$ cat src/hdl/csic_defs.svh
// Offsets, field positions, reset values and timing counts for the
// core status / timer config / interrupt control register bank.
// Assumes byte addressing on a 32-bit AXI4-Lite bus, one word each.
`ifndef CSIC_DEFS_SVH
`define CSIC_DEFS_SVH

// Register byte offsets
`define CSIC_OFS_STATUS   8'h00
`define CSIC_OFS_TCONFIG  8'h04
`define CSIC_OFS_IRQCTL   8'h08
`define CSIC_OFS_TCOUNT   8'h0c
`define CSIC_OFS_PCMASK   8'h10

// Core status fields
`define CSIC_ST_IND_PAGE  7
`define CSIC_ST_UPPER_BK  6
`define CSIC_ST_BANK      5
`define CSIC_ST_WDT_EXP   4
`define CSIC_ST_PWR_DN    3
`define CSIC_ST_ZERO      2
`define CSIC_ST_HCARRY    1
`define CSIC_ST_CARRY     0

// Timer config fields
`define CSIC_TC_PU_DIS    7
`define CSIC_TC_EXT_EDGE  6
`define CSIC_TC_SRC_SEL   5
`define CSIC_TC_EDGE_SEL  4
`define CSIC_TC_PS_OWNER  3

// Interrupt control fields
`define CSIC_IC_GIE       7
`define CSIC_IC_PERIPHERAL_IRQ_ENABLE      6
`define CSIC_IC_T0_EN     5
`define CSIC_IC_EXT_EN    4
`define CSIC_IC_PC_EN     3
`define CSIC_IC_T0_FLAG   2
`define CSIC_IC_EXT_FLAG  1
`define CSIC_IC_PC_FLAG   0

// Reset values
`define CSIC_STATUS_RST   8'h18
`define CSIC_TCONFIG_RST  8'hff
`define CSIC_IRQCTL_RST   8'h00
`define CSIC_PCMASK_RST   6'h00

// Instruction cycle is the core clock divided by this
`define CSIC_INSTR_DIV    4

`endif

$ cat src/hdl/csic_pkg.sv
// Types shared by the core status / interrupt control register bank.
// Assumes nothing beyond a SystemVerilog compiler.
package csic_pkg;
    // Operations the execution datapath asks this bank to evaluate
    typedef enum logic [2:0] {
        CSIC_OP_ADD,
        CSIC_OP_SUB,
        CSIC_OP_AND,
        CSIC_OP_ROT_R,
        CSIC_OP_ROT_L
    } csic_alu_op_t;

    // AXI response codes
    typedef enum logic [1:0] {
        CSIC_RESP_OKAY   = 2'b00,
        CSIC_RESP_SLVERR = 2'b10
    } csic_resp_t;
endpackage

$ cat src/hdl/csic_core_regs.sv
// Core status, timer/watchdog config and interrupt control bank.
// Assumes one clock, sync active-low reset, AXI4-Lite master on the bus,
// core events arriving as one-cycle pulses on aclk, pins asynchronous.
//
// Contract
// - Bank bit selects upper or lower direct half
// - Expiry flag set by power-up, kick, sleep; cleared timeout
// - Power-down flag set power-up, kick; cleared by sleep
// - Zero flag follows whether the result is zero
// - Half-carry is carry out of bit three
// - Carry is carry out of top bit
// - Rotates load carry with bit shifted out
// - Pull-up disable forces every pull-up off
// - Edge select picks rising or falling external edge
// - Source select picks timer pin or instruction clock
// - Edge select picks falling or rising timer pin edge
// - Owner bit attaches prescaler to watchdog or timer
// - Ratio divides timer by 2^(n+1), watchdog 2^n
// - Flags set regardless of any enable bit
// - Request needs flag, enable, global (and peripheral) enable
// - Timer overflow flag set on rollover, sticky
// - Reset leaves timer count unchanged
// - External flag set on selected edge, sticky
// - Port-change flag set on masked pin change, sticky
// - Flag-affecting instruction overrides status flag writes
// - Expiry and power-down flags ignore all writes
//
// Added by the designer: the address map and the AXI4-Lite slave port.
`include "csic_defs.svh"

module csic_core_regs #(
    parameter int PORT_PINS = 6
) (
    // Clock and reset
    input  wire logic                 aclk,
    input  wire logic                 aresetn,
    // AXI4-Lite slave
    input  wire logic [7:0]           s_axi_awaddr,
    input  wire logic                 s_axi_awvalid,
    output logic                      s_axi_awready,
    input  wire logic [31:0]          s_axi_wdata,
    input  wire logic [3:0]           s_axi_wstrb,
    input  wire logic                 s_axi_wvalid,
    output logic                      s_axi_wready,
    output logic [1:0]                s_axi_bresp,
    output logic                      s_axi_bvalid,
    input  wire logic                 s_axi_bready,
    input  wire logic [7:0]           s_axi_araddr,
    input  wire logic                 s_axi_arvalid,
    output logic                      s_axi_arready,
    output logic [31:0]               s_axi_rdata,
    output logic [1:0]                s_axi_rresp,
    output logic                      s_axi_rvalid,
    input  wire logic                 s_axi_rready,
    // Execution datapath
    input  wire logic                 alu_valid,
    input  wire csic_pkg::csic_alu_op_t alu_op,
    input  wire logic [7:0]           alu_a,
    input  wire logic [7:0]           alu_b,
    output logic [7:0]                alu_result,
    input  wire logic                 watchdog_kick_instr,
    input  wire logic                 sleep_instr,
    input  wire logic [6:0]           direct_addr,
    output logic [7:0]                bank_addr,
    // Watchdog side
    input  wire logic                 wdt_base_tick,
    input  wire logic                 wdt_timeout,
    output logic                      wdt_scaled_tick,
    // Pins and port
    input  wire logic                 ext_irq_pin,
    input  wire logic                 timer_clock_pin,
    input  wire logic [PORT_PINS-1:0] port_pins,
    input  wire logic [PORT_PINS-1:0] port_latch,
    output logic [PORT_PINS-1:0]      pullup_en,
    // Interrupt out to the core
    input  wire logic                 periph_irq_pending,
    output logic                      irq_request
);
    import csic_pkg::*;

    localparam int SW = PORT_PINS + 2;  // Synchronised pin count

    // Register state
    logic [7:0]           core_status_reg;   // Flags and bank select
    logic [7:0]           timer_config_reg;  // Timer/prescaler config
    logic [7:0]           irq_control_reg;   // Enables and flags
    logic [7:0]           timer_zero_count;  // No reset on purpose
    logic [PORT_PINS-1:0] pin_change_mask_reg;

    // AXI holding state
    logic       aw_held;    // Write address captured
    logic       w_held;     // Write data captured
    logic [7:0] aw_addr;    // Captured write address
    logic [7:0] w_data;     // Captured low byte
    logic       w_lane0;    // Low byte lane enabled

    // AXI handshakes; one write and one read outstanding at most
    assign s_axi_awready = !aw_held && !s_axi_bvalid;
    assign s_axi_wready  = !w_held && !s_axi_bvalid;
    assign s_axi_arready = !s_axi_rvalid;

    wire do_write = aw_held && w_held && !s_axi_bvalid;
    wire do_read  = s_axi_arvalid && s_axi_arready;

    // Write decode
    wire wsel_status = aw_addr == `CSIC_OFS_STATUS;
    wire wsel_tcfg   = aw_addr == `CSIC_OFS_TCONFIG;
    wire wsel_irq    = aw_addr == `CSIC_OFS_IRQCTL;
    wire wsel_count  = aw_addr == `CSIC_OFS_TCOUNT;
    wire wsel_mask   = aw_addr == `CSIC_OFS_PCMASK;
    wire wsel_hit    = wsel_status || wsel_tcfg || wsel_irq ||
                       wsel_count || wsel_mask;
    wire wr_en       = do_write && w_lane0;
    wire wr_status   = wr_en && wsel_status;
    wire wr_tcfg     = wr_en && wsel_tcfg;
    wire wr_irq      = wr_en && wsel_irq;
    wire wr_count    = wr_en && wsel_count;
    wire wr_mask     = wr_en && wsel_mask;

    // Read decode; unmapped reads return zero with SLVERR
    wire rsel_status = s_axi_araddr == `CSIC_OFS_STATUS;
    wire rsel_tcfg   = s_axi_araddr == `CSIC_OFS_TCONFIG;
    wire rsel_irq    = s_axi_araddr == `CSIC_OFS_IRQCTL;
    wire rsel_count  = s_axi_araddr == `CSIC_OFS_TCOUNT;
    wire rsel_mask   = s_axi_araddr == `CSIC_OFS_PCMASK;
    wire rsel_hit    = rsel_status || rsel_tcfg || rsel_irq ||
                       rsel_count || rsel_mask;
    wire [7:0] rd_byte =
        rsel_status ? core_status_reg :
        rsel_tcfg   ? timer_config_reg :
        rsel_irq    ? irq_control_reg :
        rsel_count  ? timer_zero_count :
        rsel_mask   ? 8'(pin_change_mask_reg) : 8'h00;

    // Address/data capture, either order
    always_ff @(posedge aclk) begin
        if (!aresetn) begin
            aw_held <= 1'b0;
            w_held  <= 1'b0;
            aw_addr <= 8'h00;
            w_data  <= 8'h00;
            w_lane0 <= 1'b0;
        end else begin
            if (s_axi_awvalid && s_axi_awready) begin
                aw_held <= 1'b1;
                aw_addr <= s_axi_awaddr;
            end else if (do_write) begin
                aw_held <= 1'b0;
            end
            if (s_axi_wvalid && s_axi_wready) begin
                w_held  <= 1'b1;
                w_data  <= s_axi_wdata[7:0];
                w_lane0 <= s_axi_wstrb[0];
            end else if (do_write) begin
                w_held <= 1'b0;
            end
        end
    end

    // Write response
    always_ff @(posedge aclk) begin
        if (!aresetn) begin
            s_axi_bvalid <= 1'b0;
            s_axi_bresp  <= 2'b00;
        end else if (do_write) begin
            s_axi_bvalid <= 1'b1;
            s_axi_bresp  <= wsel_hit ? CSIC_RESP_OKAY : CSIC_RESP_SLVERR;
        end else if (s_axi_bready) begin
            s_axi_bvalid <= 1'b0;
        end
    end

    // Read data, one cycle after the address is taken
    always_ff @(posedge aclk) begin
        if (!aresetn) begin
            s_axi_rvalid <= 1'b0;
            s_axi_rdata  <= 32'h0000_0000;
            s_axi_rresp  <= 2'b00;
        end else if (do_read) begin
            s_axi_rvalid <= 1'b1;
            s_axi_rdata  <= {24'h00_0000, rd_byte};
            s_axi_rresp  <= rsel_hit ? CSIC_RESP_OKAY : CSIC_RESP_SLVERR;
        end else if (s_axi_rready) begin
            s_axi_rvalid <= 1'b0;
        end
    end

    // Flag arithmetic; subtract adds the two's complement of b
    wire       is_sub   = alu_op == CSIC_OP_SUB;
    wire [7:0] b_oper   = is_sub ? ~alu_b : alu_b;
    wire [8:0] alu_sum  = 9'(alu_a) + 9'(b_oper) + 9'(is_sub);
    wire [4:0] nib_sum  = 5'(alu_a[3:0]) + 5'(b_oper[3:0]) +
                          5'(is_sub);
    wire       old_c    = core_status_reg[`CSIC_ST_CARRY];
    wire [7:0] next_alu_result =
        (alu_op == CSIC_OP_ADD || is_sub) ? alu_sum[7:0] :
        (alu_op == CSIC_OP_AND)   ? (alu_a & alu_b) :
        (alu_op == CSIC_OP_ROT_R) ? {old_c, alu_a[7:1]} :
        (alu_op == CSIC_OP_ROT_L) ? {alu_a[6:0], old_c} : alu_a;
    wire arith    = alu_valid && (alu_op == CSIC_OP_ADD || is_sub);
    wire upd_zero = arith || (alu_valid && alu_op == CSIC_OP_AND);
    wire upd_rot  = alu_valid &&
                    (alu_op == CSIC_OP_ROT_R || alu_op == CSIC_OP_ROT_L);
    wire alu_zero = next_alu_result == 8'h00;
    wire rot_out  = (alu_op == CSIC_OP_ROT_R) ? alu_a[0] : alu_a[7];

    // Next core status; instruction flags beat a bus write
    wire [7:0] next_status;
    assign next_status[7:5] = wr_status ? w_data[7:5]
                                        : core_status_reg[7:5];
    // Timeout wins over a kick landing in the same cycle
    assign next_status[`CSIC_ST_WDT_EXP] =
        wdt_timeout ? 1'b0 :
        (watchdog_kick_instr || sleep_instr) ? 1'b1 :
        core_status_reg[`CSIC_ST_WDT_EXP];
    assign next_status[`CSIC_ST_PWR_DN] =
        watchdog_kick_instr ? 1'b1 :
        sleep_instr ? 1'b0 : core_status_reg[`CSIC_ST_PWR_DN];
    assign next_status[`CSIC_ST_ZERO] =
        upd_zero  ? alu_zero :
        wr_status ? w_data[`CSIC_ST_ZERO]
                  : core_status_reg[`CSIC_ST_ZERO];
    assign next_status[`CSIC_ST_HCARRY] =
        arith     ? nib_sum[4] :
        wr_status ? w_data[`CSIC_ST_HCARRY]
                  : core_status_reg[`CSIC_ST_HCARRY];
    assign next_status[`CSIC_ST_CARRY] =
        arith     ? alu_sum[8] :
        upd_rot   ? rot_out :
        wr_status ? w_data[`CSIC_ST_CARRY] : old_c;

    // Status and datapath result
    always_ff @(posedge aclk) begin
        if (!aresetn) begin
            core_status_reg <= `CSIC_STATUS_RST;
            alu_result      <= 8'h00;
        end else begin
            core_status_reg <= next_status;
            if (alu_valid) begin
                alu_result <= next_alu_result;
            end
        end
    end

    // Direct addressing picks the bank half
    assign bank_addr = {core_status_reg[`CSIC_ST_BANK], direct_addr};

    // Timer config and pin-change mask, plain storage
    always_ff @(posedge aclk) begin
        if (!aresetn) begin
            timer_config_reg    <= `CSIC_TCONFIG_RST;
            pin_change_mask_reg <= `CSIC_PCMASK_RST;
        end else begin
            if (wr_tcfg) begin
                timer_config_reg <= w_data;
            end
            if (wr_mask) begin
                pin_change_mask_reg <= w_data[PORT_PINS-1:0];
            end
        end
    end

    // Pull-ups follow the latches unless globally disabled
    assign pullup_en = timer_config_reg[`CSIC_TC_PU_DIS] ?
                       '0 : port_latch;

    // Two-stage pin synchroniser plus one history stage for edges
    // Unreset: zeroed history would fake an edge on a high pin
    logic [SW-1:0] pin_meta;    // First stage, read only by pin_sync
    logic [SW-1:0] pin_sync;    // Safe to use
    logic [SW-1:0] pin_prev;    // Previous safe sample
    always_ff @(posedge aclk) begin
        pin_meta <= {timer_clock_pin, ext_irq_pin, port_pins};
        pin_sync <= pin_meta;
        pin_prev <= pin_sync;
    end

    // Per-pin change detect, gated by the mask
    logic [PORT_PINS-1:0] pin_changed;
    for (genvar i = 0; i < PORT_PINS; i++) begin : g_pc
        assign pin_changed[i] = pin_change_mask_reg[i] &&
                                (pin_sync[i] ^ pin_prev[i]);
    end
    wire port_change = |pin_changed;

    // External pin edge per edge select
    wire ext_now  = pin_sync[PORT_PINS];
    wire ext_was  = pin_prev[PORT_PINS];
    wire ext_edge = timer_config_reg[`CSIC_TC_EXT_EDGE] ?
                    (ext_now && !ext_was) : (!ext_now && ext_was);

    // Timer pin edge per edge select; 1 means falling
    wire tpin_now  = pin_sync[PORT_PINS+1];
    wire tpin_was  = pin_prev[PORT_PINS+1];
    wire tpin_edge = timer_config_reg[`CSIC_TC_EDGE_SEL] ?
                     (!tpin_now && tpin_was) :
                     (tpin_now && !tpin_was);

    // Instruction cycle tick at a quarter of the core clock
    logic [1:0] instr_div;
    wire instr_tick = instr_div == 2'(`CSIC_INSTR_DIV - 1);
    always_ff @(posedge aclk) begin
        if (!aresetn) begin
            instr_div <= 2'b00;
        end else begin
            instr_div <= instr_div + 2'b01;
        end
    end

    // Timer source select
    wire t0_src = timer_config_reg[`CSIC_TC_SRC_SEL] ?
                  tpin_edge : instr_tick;

    // Shared prescaler; owner bit routes it
    wire       ps_wdt   = timer_config_reg[`CSIC_TC_PS_OWNER];
    wire [2:0] ps_n     = timer_config_reg[2:0];
    wire       ps_in    = ps_wdt ? wdt_base_tick : t0_src;
    logic [7:0] ps_cnt;                 // Prescaler ripple count
    wire [7:0] mask_t0  = 8'((9'h002 << ps_n) - 9'h001);
    wire [7:0] mask_wdt = 8'((9'h001 << ps_n) - 9'h001);
    wire [7:0] ps_mask  = ps_wdt ? mask_wdt : mask_t0;
    wire       ps_due   = ps_in && ((ps_cnt & ps_mask) == ps_mask);

    // Unowned side runs undivided, so the watchdog never stalls
    wire t0_inc = ps_wdt ? t0_src : ps_due;
    assign wdt_scaled_tick = ps_wdt ? ps_due : wdt_base_tick;

    // Prescaler clears on a count write while the timer owns it, so the next period is whole
    always_ff @(posedge aclk) begin
        if (!aresetn) begin
            ps_cnt <= 8'h00;
        end else if (wr_count && !ps_wdt) begin
            ps_cnt <= 8'h00;
        end else if (ps_in) begin
            ps_cnt <= ps_cnt + 8'h01;
        end
    end

    // Timer count keeps its value through reset
    always_ff @(posedge aclk) begin
        if (wr_count) begin
            timer_zero_count <= w_data;
        end else if (t0_inc) begin
            timer_zero_count <= timer_zero_count + 8'h01;
        end
    end
    wire t0_roll = t0_inc && !wr_count &&
                   timer_zero_count == 8'hff;

    // Flags: hardware set beats a software clear in the same cycle
    wire [2:0] flag_hw  = {t0_roll, ext_edge, port_change};
    wire [2:0] flag_cur = irq_control_reg[2:0];
    wire [2:0] flag_sw  = wr_irq ? w_data[2:0] : flag_cur;
    wire [7:0] next_irq_control = {
        wr_irq ? w_data[7:3] : irq_control_reg[7:3],
        flag_sw | flag_hw
    };
    always_ff @(posedge aclk) begin
        if (!aresetn) begin
            irq_control_reg <= `CSIC_IRQCTL_RST;
        end else begin
            irq_control_reg <= next_irq_control;
        end
    end

    // Request to the core
    wire t0_req  = irq_control_reg[`CSIC_IC_T0_EN] &&
                   irq_control_reg[`CSIC_IC_T0_FLAG];
    wire ext_req = irq_control_reg[`CSIC_IC_EXT_EN] &&
                   irq_control_reg[`CSIC_IC_EXT_FLAG];
    wire pc_req  = irq_control_reg[`CSIC_IC_PC_EN] &&
                   irq_control_reg[`CSIC_IC_PC_FLAG];
    wire pe_req  = irq_control_reg[`CSIC_IC_PERIPHERAL_IRQ_ENABLE] && periph_irq_pending;
    assign irq_request = irq_control_reg[`CSIC_IC_GIE] &&
                         (t0_req || ext_req || pc_req || pe_req);
endmodule

$ cat config.mk
export PLATFORM = sky130hd
export DESIGN_NAME = csic_core_regs
export DESIGN_NICKNAME = d
export VERILOG_FILES = /design/src/hdl/csic_pkg.sv /design/src/hdl/csic_core_regs.sv
export VERILOG_INCLUDE_DIRS = /design/src /design/src/hdl
export SDC_FILE = /design/constraint.sdc
export NUM_CORES = 1
export LEC_CHECK = 0
export ABC_CLOCK_PERIOD_IN_PS = 4310
export BUFFER_PORTS_ARGS = -buffer_cell sky130_fd_sc_hd__buf_2
export CAP_MARGIN = 20
export CORE_UTILIZATION = 52
export DETAILED_ROUTE_END_ITERATION = 16
export GPL_TIMING_DRIVEN = 0
export PLACE_DENSITY_LB_ADDON = 0.25
export SLEW_MARGIN = 20
export SYNTH_ARGS = -nofsm -noshare
export SYNTH_HDL_FRONTEND = slang
export SYNTH_SLANG_ARGS = --single-unit
$ cat constraint.sdc
create_clock -name aclk -period 4.31 [get_ports aclk]
set_input_delay 0.6465 -clock aclk [delete_from_list [all_inputs] [get_ports aclk]]
set_output_delay 0.6465 -clock aclk [all_outputs]
set_load 0.005 [all_outputs]
* After elaboration in Yosys (flattened, before gate mapping)
Cells that the tools add are included.
Cells by class: reductions and logical operators 76, muxes and demuxes 40, eq/ne operators 15, bitwise logic cells 11, shifts and indexed selects 2, add/subtract/negate cells 9
Operator list (count):
- 2-to-1 mux 8 bit | 12
- logical AND 1 bit | 35
- == test 8 x 4 -> 1 bit (second input constant) | 4
- logical NOT 8 bit | 3
- 2-to-1 mux 1 bit | 23
- adder 8 x 1 -> 8 bit (second input constant) | 2
- bitwise AND 8 bit | 2
- == test 8 x 3 -> 1 bit (second input constant) | 2
- == test 8 x 5 -> 1 bit (second input constant) | 2
- nonzero test 2 bit | 8
- subtractor 8 x 1 -> 8 bit (second input constant) | 2
- logical OR 1 bit | 15
- 2-to-1 mux 6 bit | 2
- logical NOT 1 bit | 10
- adder 8 x 8 -> 9 bit | 1
- adder 9 x 1 -> 9 bit | 1
- == test 8 bit | 1
- == test 8 bit (second input constant) | 1
- inverter 8 bit | 1
- left shift 1 x 3 -> 8 bit (first input constant) | 1
- left shift 2 x 3 -> 8 bit (first input constant) | 1
- == test 3 x 2 -> 1 bit (second input constant) | 2
- OR reduction 6 bit | 1
- bitwise XOR 1 bit | 6
- other kinds (13) | 15
Word-level totals: input bits 105, output and inout port bits 65, register bits 113

* Logic depth before layout (Yosys ltp)
word-level depth 10, mapped depth 12, depth with buffers taken out 11

* Worst setup path after synthesis
OpenSTA, ideal clock, no wires.
path type input to register, from input port alu_op[0], to register core_status_reg[2], data required time 4223 ps, cell stages on the path 11, path buffers 1, arrival 3186 ps, setup slack 1037 ps, cells stage by stage clkbuf_1 nand2b_1 nor2_1 xor2_1 fa_1 a21o_1 a21oi_1 xnor2_1 o311a_1 nand4bb_1 o31ai_1
On the way: cells in the longest elaborated chain, start to end 7
Ends and longest elaborated chain:
- start, declared | RTL line csic_core_regs.sv:57 | input wire csic_pkg::csic_alu_op_t alu_op,
- == test 3 x 1 -> 1 bit or == test 3 bit (tied branches) | RTL line csic_core_regs.sv:189, csic_core_regs.sv:199
- 2-to-1 mux 8 bit, on equally long branches | RTL line csic_core_regs.sv:190, csic_core_regs.sv:199
- adder 8 x 8 -> 9 bit or 2-to-1 mux 8 bit (tied branches) | RTL line csic_core_regs.sv:191, csic_core_regs.sv:198
- adder 9 x 1 -> 9 bit or 2-to-1 mux 8 bit (tied branches) | RTL line csic_core_regs.sv:191, csic_core_regs.sv:197
- 2-to-1 mux 8 bit | RTL line csic_core_regs.sv:196 | (alu_op == CSIC_OP_ADD || is_sub) ? alu_sum[7:0] :
- logical NOT 8 bit | RTL line csic_core_regs.sv:204 | wire alu_zero = next_alu_result == 8'h00;
- 2-to-1 mux 1 bit | RTL line csic_core_regs.sv:220 | upd_zero ? alu_zero :
- end signal, assigned | RTL line csic_core_regs.sv:235 | core_status_reg <= `CSIC_STATUS_RST;
- end signal, assigned | RTL line csic_core_regs.sv:238 | core_status_reg <= next_status;
- end, declared | RTL line csic_core_regs.sv:84 | logic [7:0] core_status_reg;
Parallel ways exist; a longest one is shown, timed or not. A chain may end at the register's enable or synchronous reset.

* Worst setup path in the final report
from register timer_config_reg[3], to output port wdt_scaled_tick
On the way: cells in the longest elaborated chain, start to end 5
Ends and longest elaborated chain:
- start, declared | RTL line csic_core_regs.sv:85 | logic [7:0] timer_config_reg;
- start signal, assigned | RTL line csic_core_regs.sv:251 | timer_config_reg <= `CSIC_TCONFIG_RST;
- start signal, assigned | RTL line csic_core_regs.sv:255 | timer_config_reg <= w_data;
- 2-to-1 mux 8 bit | RTL line csic_core_regs.sv:321 | wire [7:0] ps_mask = ps_wdt ? mask_wdt : mask_t0;
- bitwise AND 8 bit | RTL line csic_core_regs.sv:322 | wire ps_due = ps_in && ((ps_cnt & ps_mask) == ps_mask);
- == test 8 bit | RTL line csic_core_regs.sv:322
- logical AND 1 bit | RTL line csic_core_regs.sv:322
- 2-to-1 mux 1 bit (*) | RTL line csic_core_regs.sv:326 | assign wdt_scaled_tick = ps_wdt ? ps_due : wdt_base_tick;
- end, declared | RTL line csic_core_regs.sv:68 | output logic wdt_scaled_tick,
Every way passes the cells marked *; elsewhere a longest branch is shown, timed or not.

==> run metrics <==
Hold WC Path Type reg -> reg; Routed WL ~15000 um; hold depth 0; Async S/R FF share, synth 0%; switching power share of the total 27.0%; post-CTS sizing 0; post-route setup slack 408 ps; top cell family by delay on the critical path simple AND/OR/NAND/NOR gates; vias in the first global route 5061; CTS tree yes; placed cell area around 6700 um^2; top cell type's share of synthesized area 35.1%; Clock transition at path regs 70 ps; worst path cell trace ha_1 > clkbuf_1 > nor3b_1 > inv_1 > ha_1 > nor2b_1 > a32oi_1 > a31oi_1 > nor4_1 > o21a_1 > buf_2; Yosys warnings 0; Leak Pwr between 0.002 and 0.003 uW; worst-margin pin slew 891 ps; Vias per Instance between 5 and 6; Synth cell types 70; port buffer count 108; RR Endpoint timer_zero_count[7]$_DFFE_PP_; Clock Tree Root clkbuf_16; Setup WS pre-CTS 214 ps; diode count 0; slew margin rel. 40.1%; clock network fraction of design power 35.1%; crit-path most repeated cell ha_1; finished layout cell area 6970 um^2; largest stage delay on the critical path 470 ps; # setup viols final 0; largest net degree at the start of global routing 19; Worst Hold End pin_sync[2]$_DFF_P_; Yosys top cell by area dfxtp_1; Fmax achieved 256 MHz; CP max stage cell nor4_1; antenna violations before repair 0; Initial Util 53.7%; Area growth syn-to-layout 18.6%; hold_sp pin_meta[2]$_DFF_P_; #FFs+latches synth 111; GRT met3 Usage 3.68%; post-synthesis sequential area ratio 39.2%; drt wl/cell 15.6 um; Post-Synthesis Cells between 600 and 700; crit start category flop; FILL cells 1021; GPL Wtd Cong just under 0.9; Combinational Power Share around 15%; H-tree depth 3; Critical Path RT roughly 3700 ps; Max Slew Vio Count 0; DIE HEIGHT between 100 and 150 um; Crit Path Category reg -> out; worst clock skew roughly 8 ps; fin crit share between 90% and 100%; P_int around 1600 uW; Worst VDD drop around 0.30 mV; Register Area 2300 um^2; # rows 38; Power Density 323 nW/um^2; top cells by area, synth dfxtp_1, nand2_1, mux2i_1; DRC Markers 0; Max-Cap Viols 0; grt peak-use layer met2; final setup TNS 0 ps; status complete, no violations; area of the multi-input gates 3210 um^2; Setup crit end kind output port; most common cell after layout, fill and taps aside buf_2; most frequent cells in the layout buf_2, dfxtp_1, nand2_1; Total GRT Usage 27.0%; R2R depth 11; crit-path max FO 10; Horiz. Die Dim 108 um; hold buffers post-CTS 0; flop2flop setup slack just under 800 ps; Antenna Nets Post-Route 0; first-pass iteration count of the detailed router 5; Post-Syn Area between 5000 and 6000 um^2; Critical Path AT 3260 ps; # IOs 170; core area 10900 um^2; RSZ-0062 raised after global routing false; worst skew pair latency ~350 ps; P_sw 607 uW; count of final hold-check violations 0; r2r startpoint timer_config_reg[3]$_SDFFE_PN1P_; drt first-iter violations 305; Buffers & Inverters on Critical Path 3; NumNets Final 955; met1 usage approximately 35%; Sequential Power Share ~50%; syn_area_per_cell 8.50 um^2; first-pass GRT wire length 24500 um; die area 11700 um^2; CTS buffer count 9; via count 5435; CTS sink count 111; met2 Track Usage GR 46.1%; Detailed Place HPWL 12000 um; EDFF count, synth 8; gr ovfl total 0; Primary FF master, synth dfxtp_1; share of cells above drive strength 1 a little over a fifth; Tmin final ~3900 ps; post-CTS setup buffer count 0; clock buffer depth 2
area by class of cell:
cell class,instances,area share [%]
buffer,63,5.32
clock buffer,10,3.43
clock inverter,6,0.611
inverter,22,1.19
multi-input combinational,520,46.1
sequential,111,33.0
tap,140,2.51
timing repair buffer,108,7.76
stage by stage:
| stage | hold slack, ps | total power [uW] | util [%] | cells |
|---|---|---|---|---|
| 4_1_cts | 329 | 2260 | 63.7 | 980 |
| 3_5_place_dp | 312 | 1480 | 61.1 | 964 |
| 2_1_floorplan | 310 | 1360 | - | 716 |
| 5_1_grt | 337 | 2350 | 63.7 | 980 |
| 6_report | 327 | 2250 | 63.7 | 980 |
| 3_3_place_gp | 310 | 1470 | 61.1 | 964 |
worst max-delay path by stage:
stage                                                 from                         endpoint  slack (ps)  depth (start not counted)
after global routing      timer_config_reg[3]$_SDFFE_PN1P_                  wdt_scaled_tick         140                         11
after global placement                           alu_op[1]  core_status_reg[2]$_SDFFE_PN0P_         230                         13
final                     timer_config_reg[3]$_SDFFE_PN1P_                  wdt_scaled_tick         410                         11
after detailed placement                         alu_op[2]  core_status_reg[2]$_SDFFE_PN0P_         210                         13
after floorplan                                  alu_op[0]  core_status_reg[2]$_SDFFE_PN0P_        1040                         11
after CTS                 timer_config_reg[0]$_SDFFE_PN1P_                  wdt_scaled_tick         440                         12
Yosys cell counts, types with 3 or more instances:
| cell type | n |
|---|---|
| a2111oi_0 | 3 |
| a211oi_1 | 4 |
| a21oi_1 | 48 |
| a22oi_1 | 4 |
| a31oi_1 | 9 |
| a32oi_1 | 4 |
| and2_1 | 4 |
| buf_2 | 5 |
| buf_4 | 34 |
| clkbuf_1 | 22 |
| dfxtp_1 | 103 |
| edfxtp_1 | 8 |
| ha_1 | 14 |
| inv_1 | 22 |
| mux2i_1 | 30 |
| nand2_1 | 91 |
| nand2b_1 | 15 |
| nand3_1 | 29 |
| nand3b_1 | 4 |
| nand4b_1 | 5 |
| nor2_1 | 56 |
| nor2b_1 | 18 |
| nor3_1 | 8 |
| nor4_1 | 3 |
| o2111ai_1 | 3 |
| o211ai_1 | 15 |
| o21a_1 | 4 |
| o21ai_0 | 33 |
| o22ai_1 | 5 |
| or2_2 | 3 |
| or3_1 | 3 |
| or3b_2 | 3 |
| xnor2_1 | 11 |
| xor2_1 | 18 |
power groups by stage:
stage,Sequential [uW],Combinational [uW],Clock (uW)
after floorplan,1130,226,0
after global placement,1140,330,0
after detailed placement,1140,337,0
after CTS,1120,339,798
after global routing,1130,381,845
final,1120,341,789
cell families (layout without fill, tap and decap cells):
family          after synthesis  count (layout)  share of synthesized area, %
mux                          34              34                          6.26
fa+ha+maj                    15              15                          3.32
buf+inv                      85             209                          7.71
compound gates              158             158                          17.4
other cells                   1              26                        0.0638
flops                       111             111                          39.2
xor+xnor                     29              29                          4.32
simple gates                258             258                          21.8
per-layer routing:
layer,vias up,share of wire [%]
met3,29,6.8
li1,2667,-
met4,0,2.5
met5,-,0
met2,220,47
met1,2519,44
(Power assumes the default switching activity.)
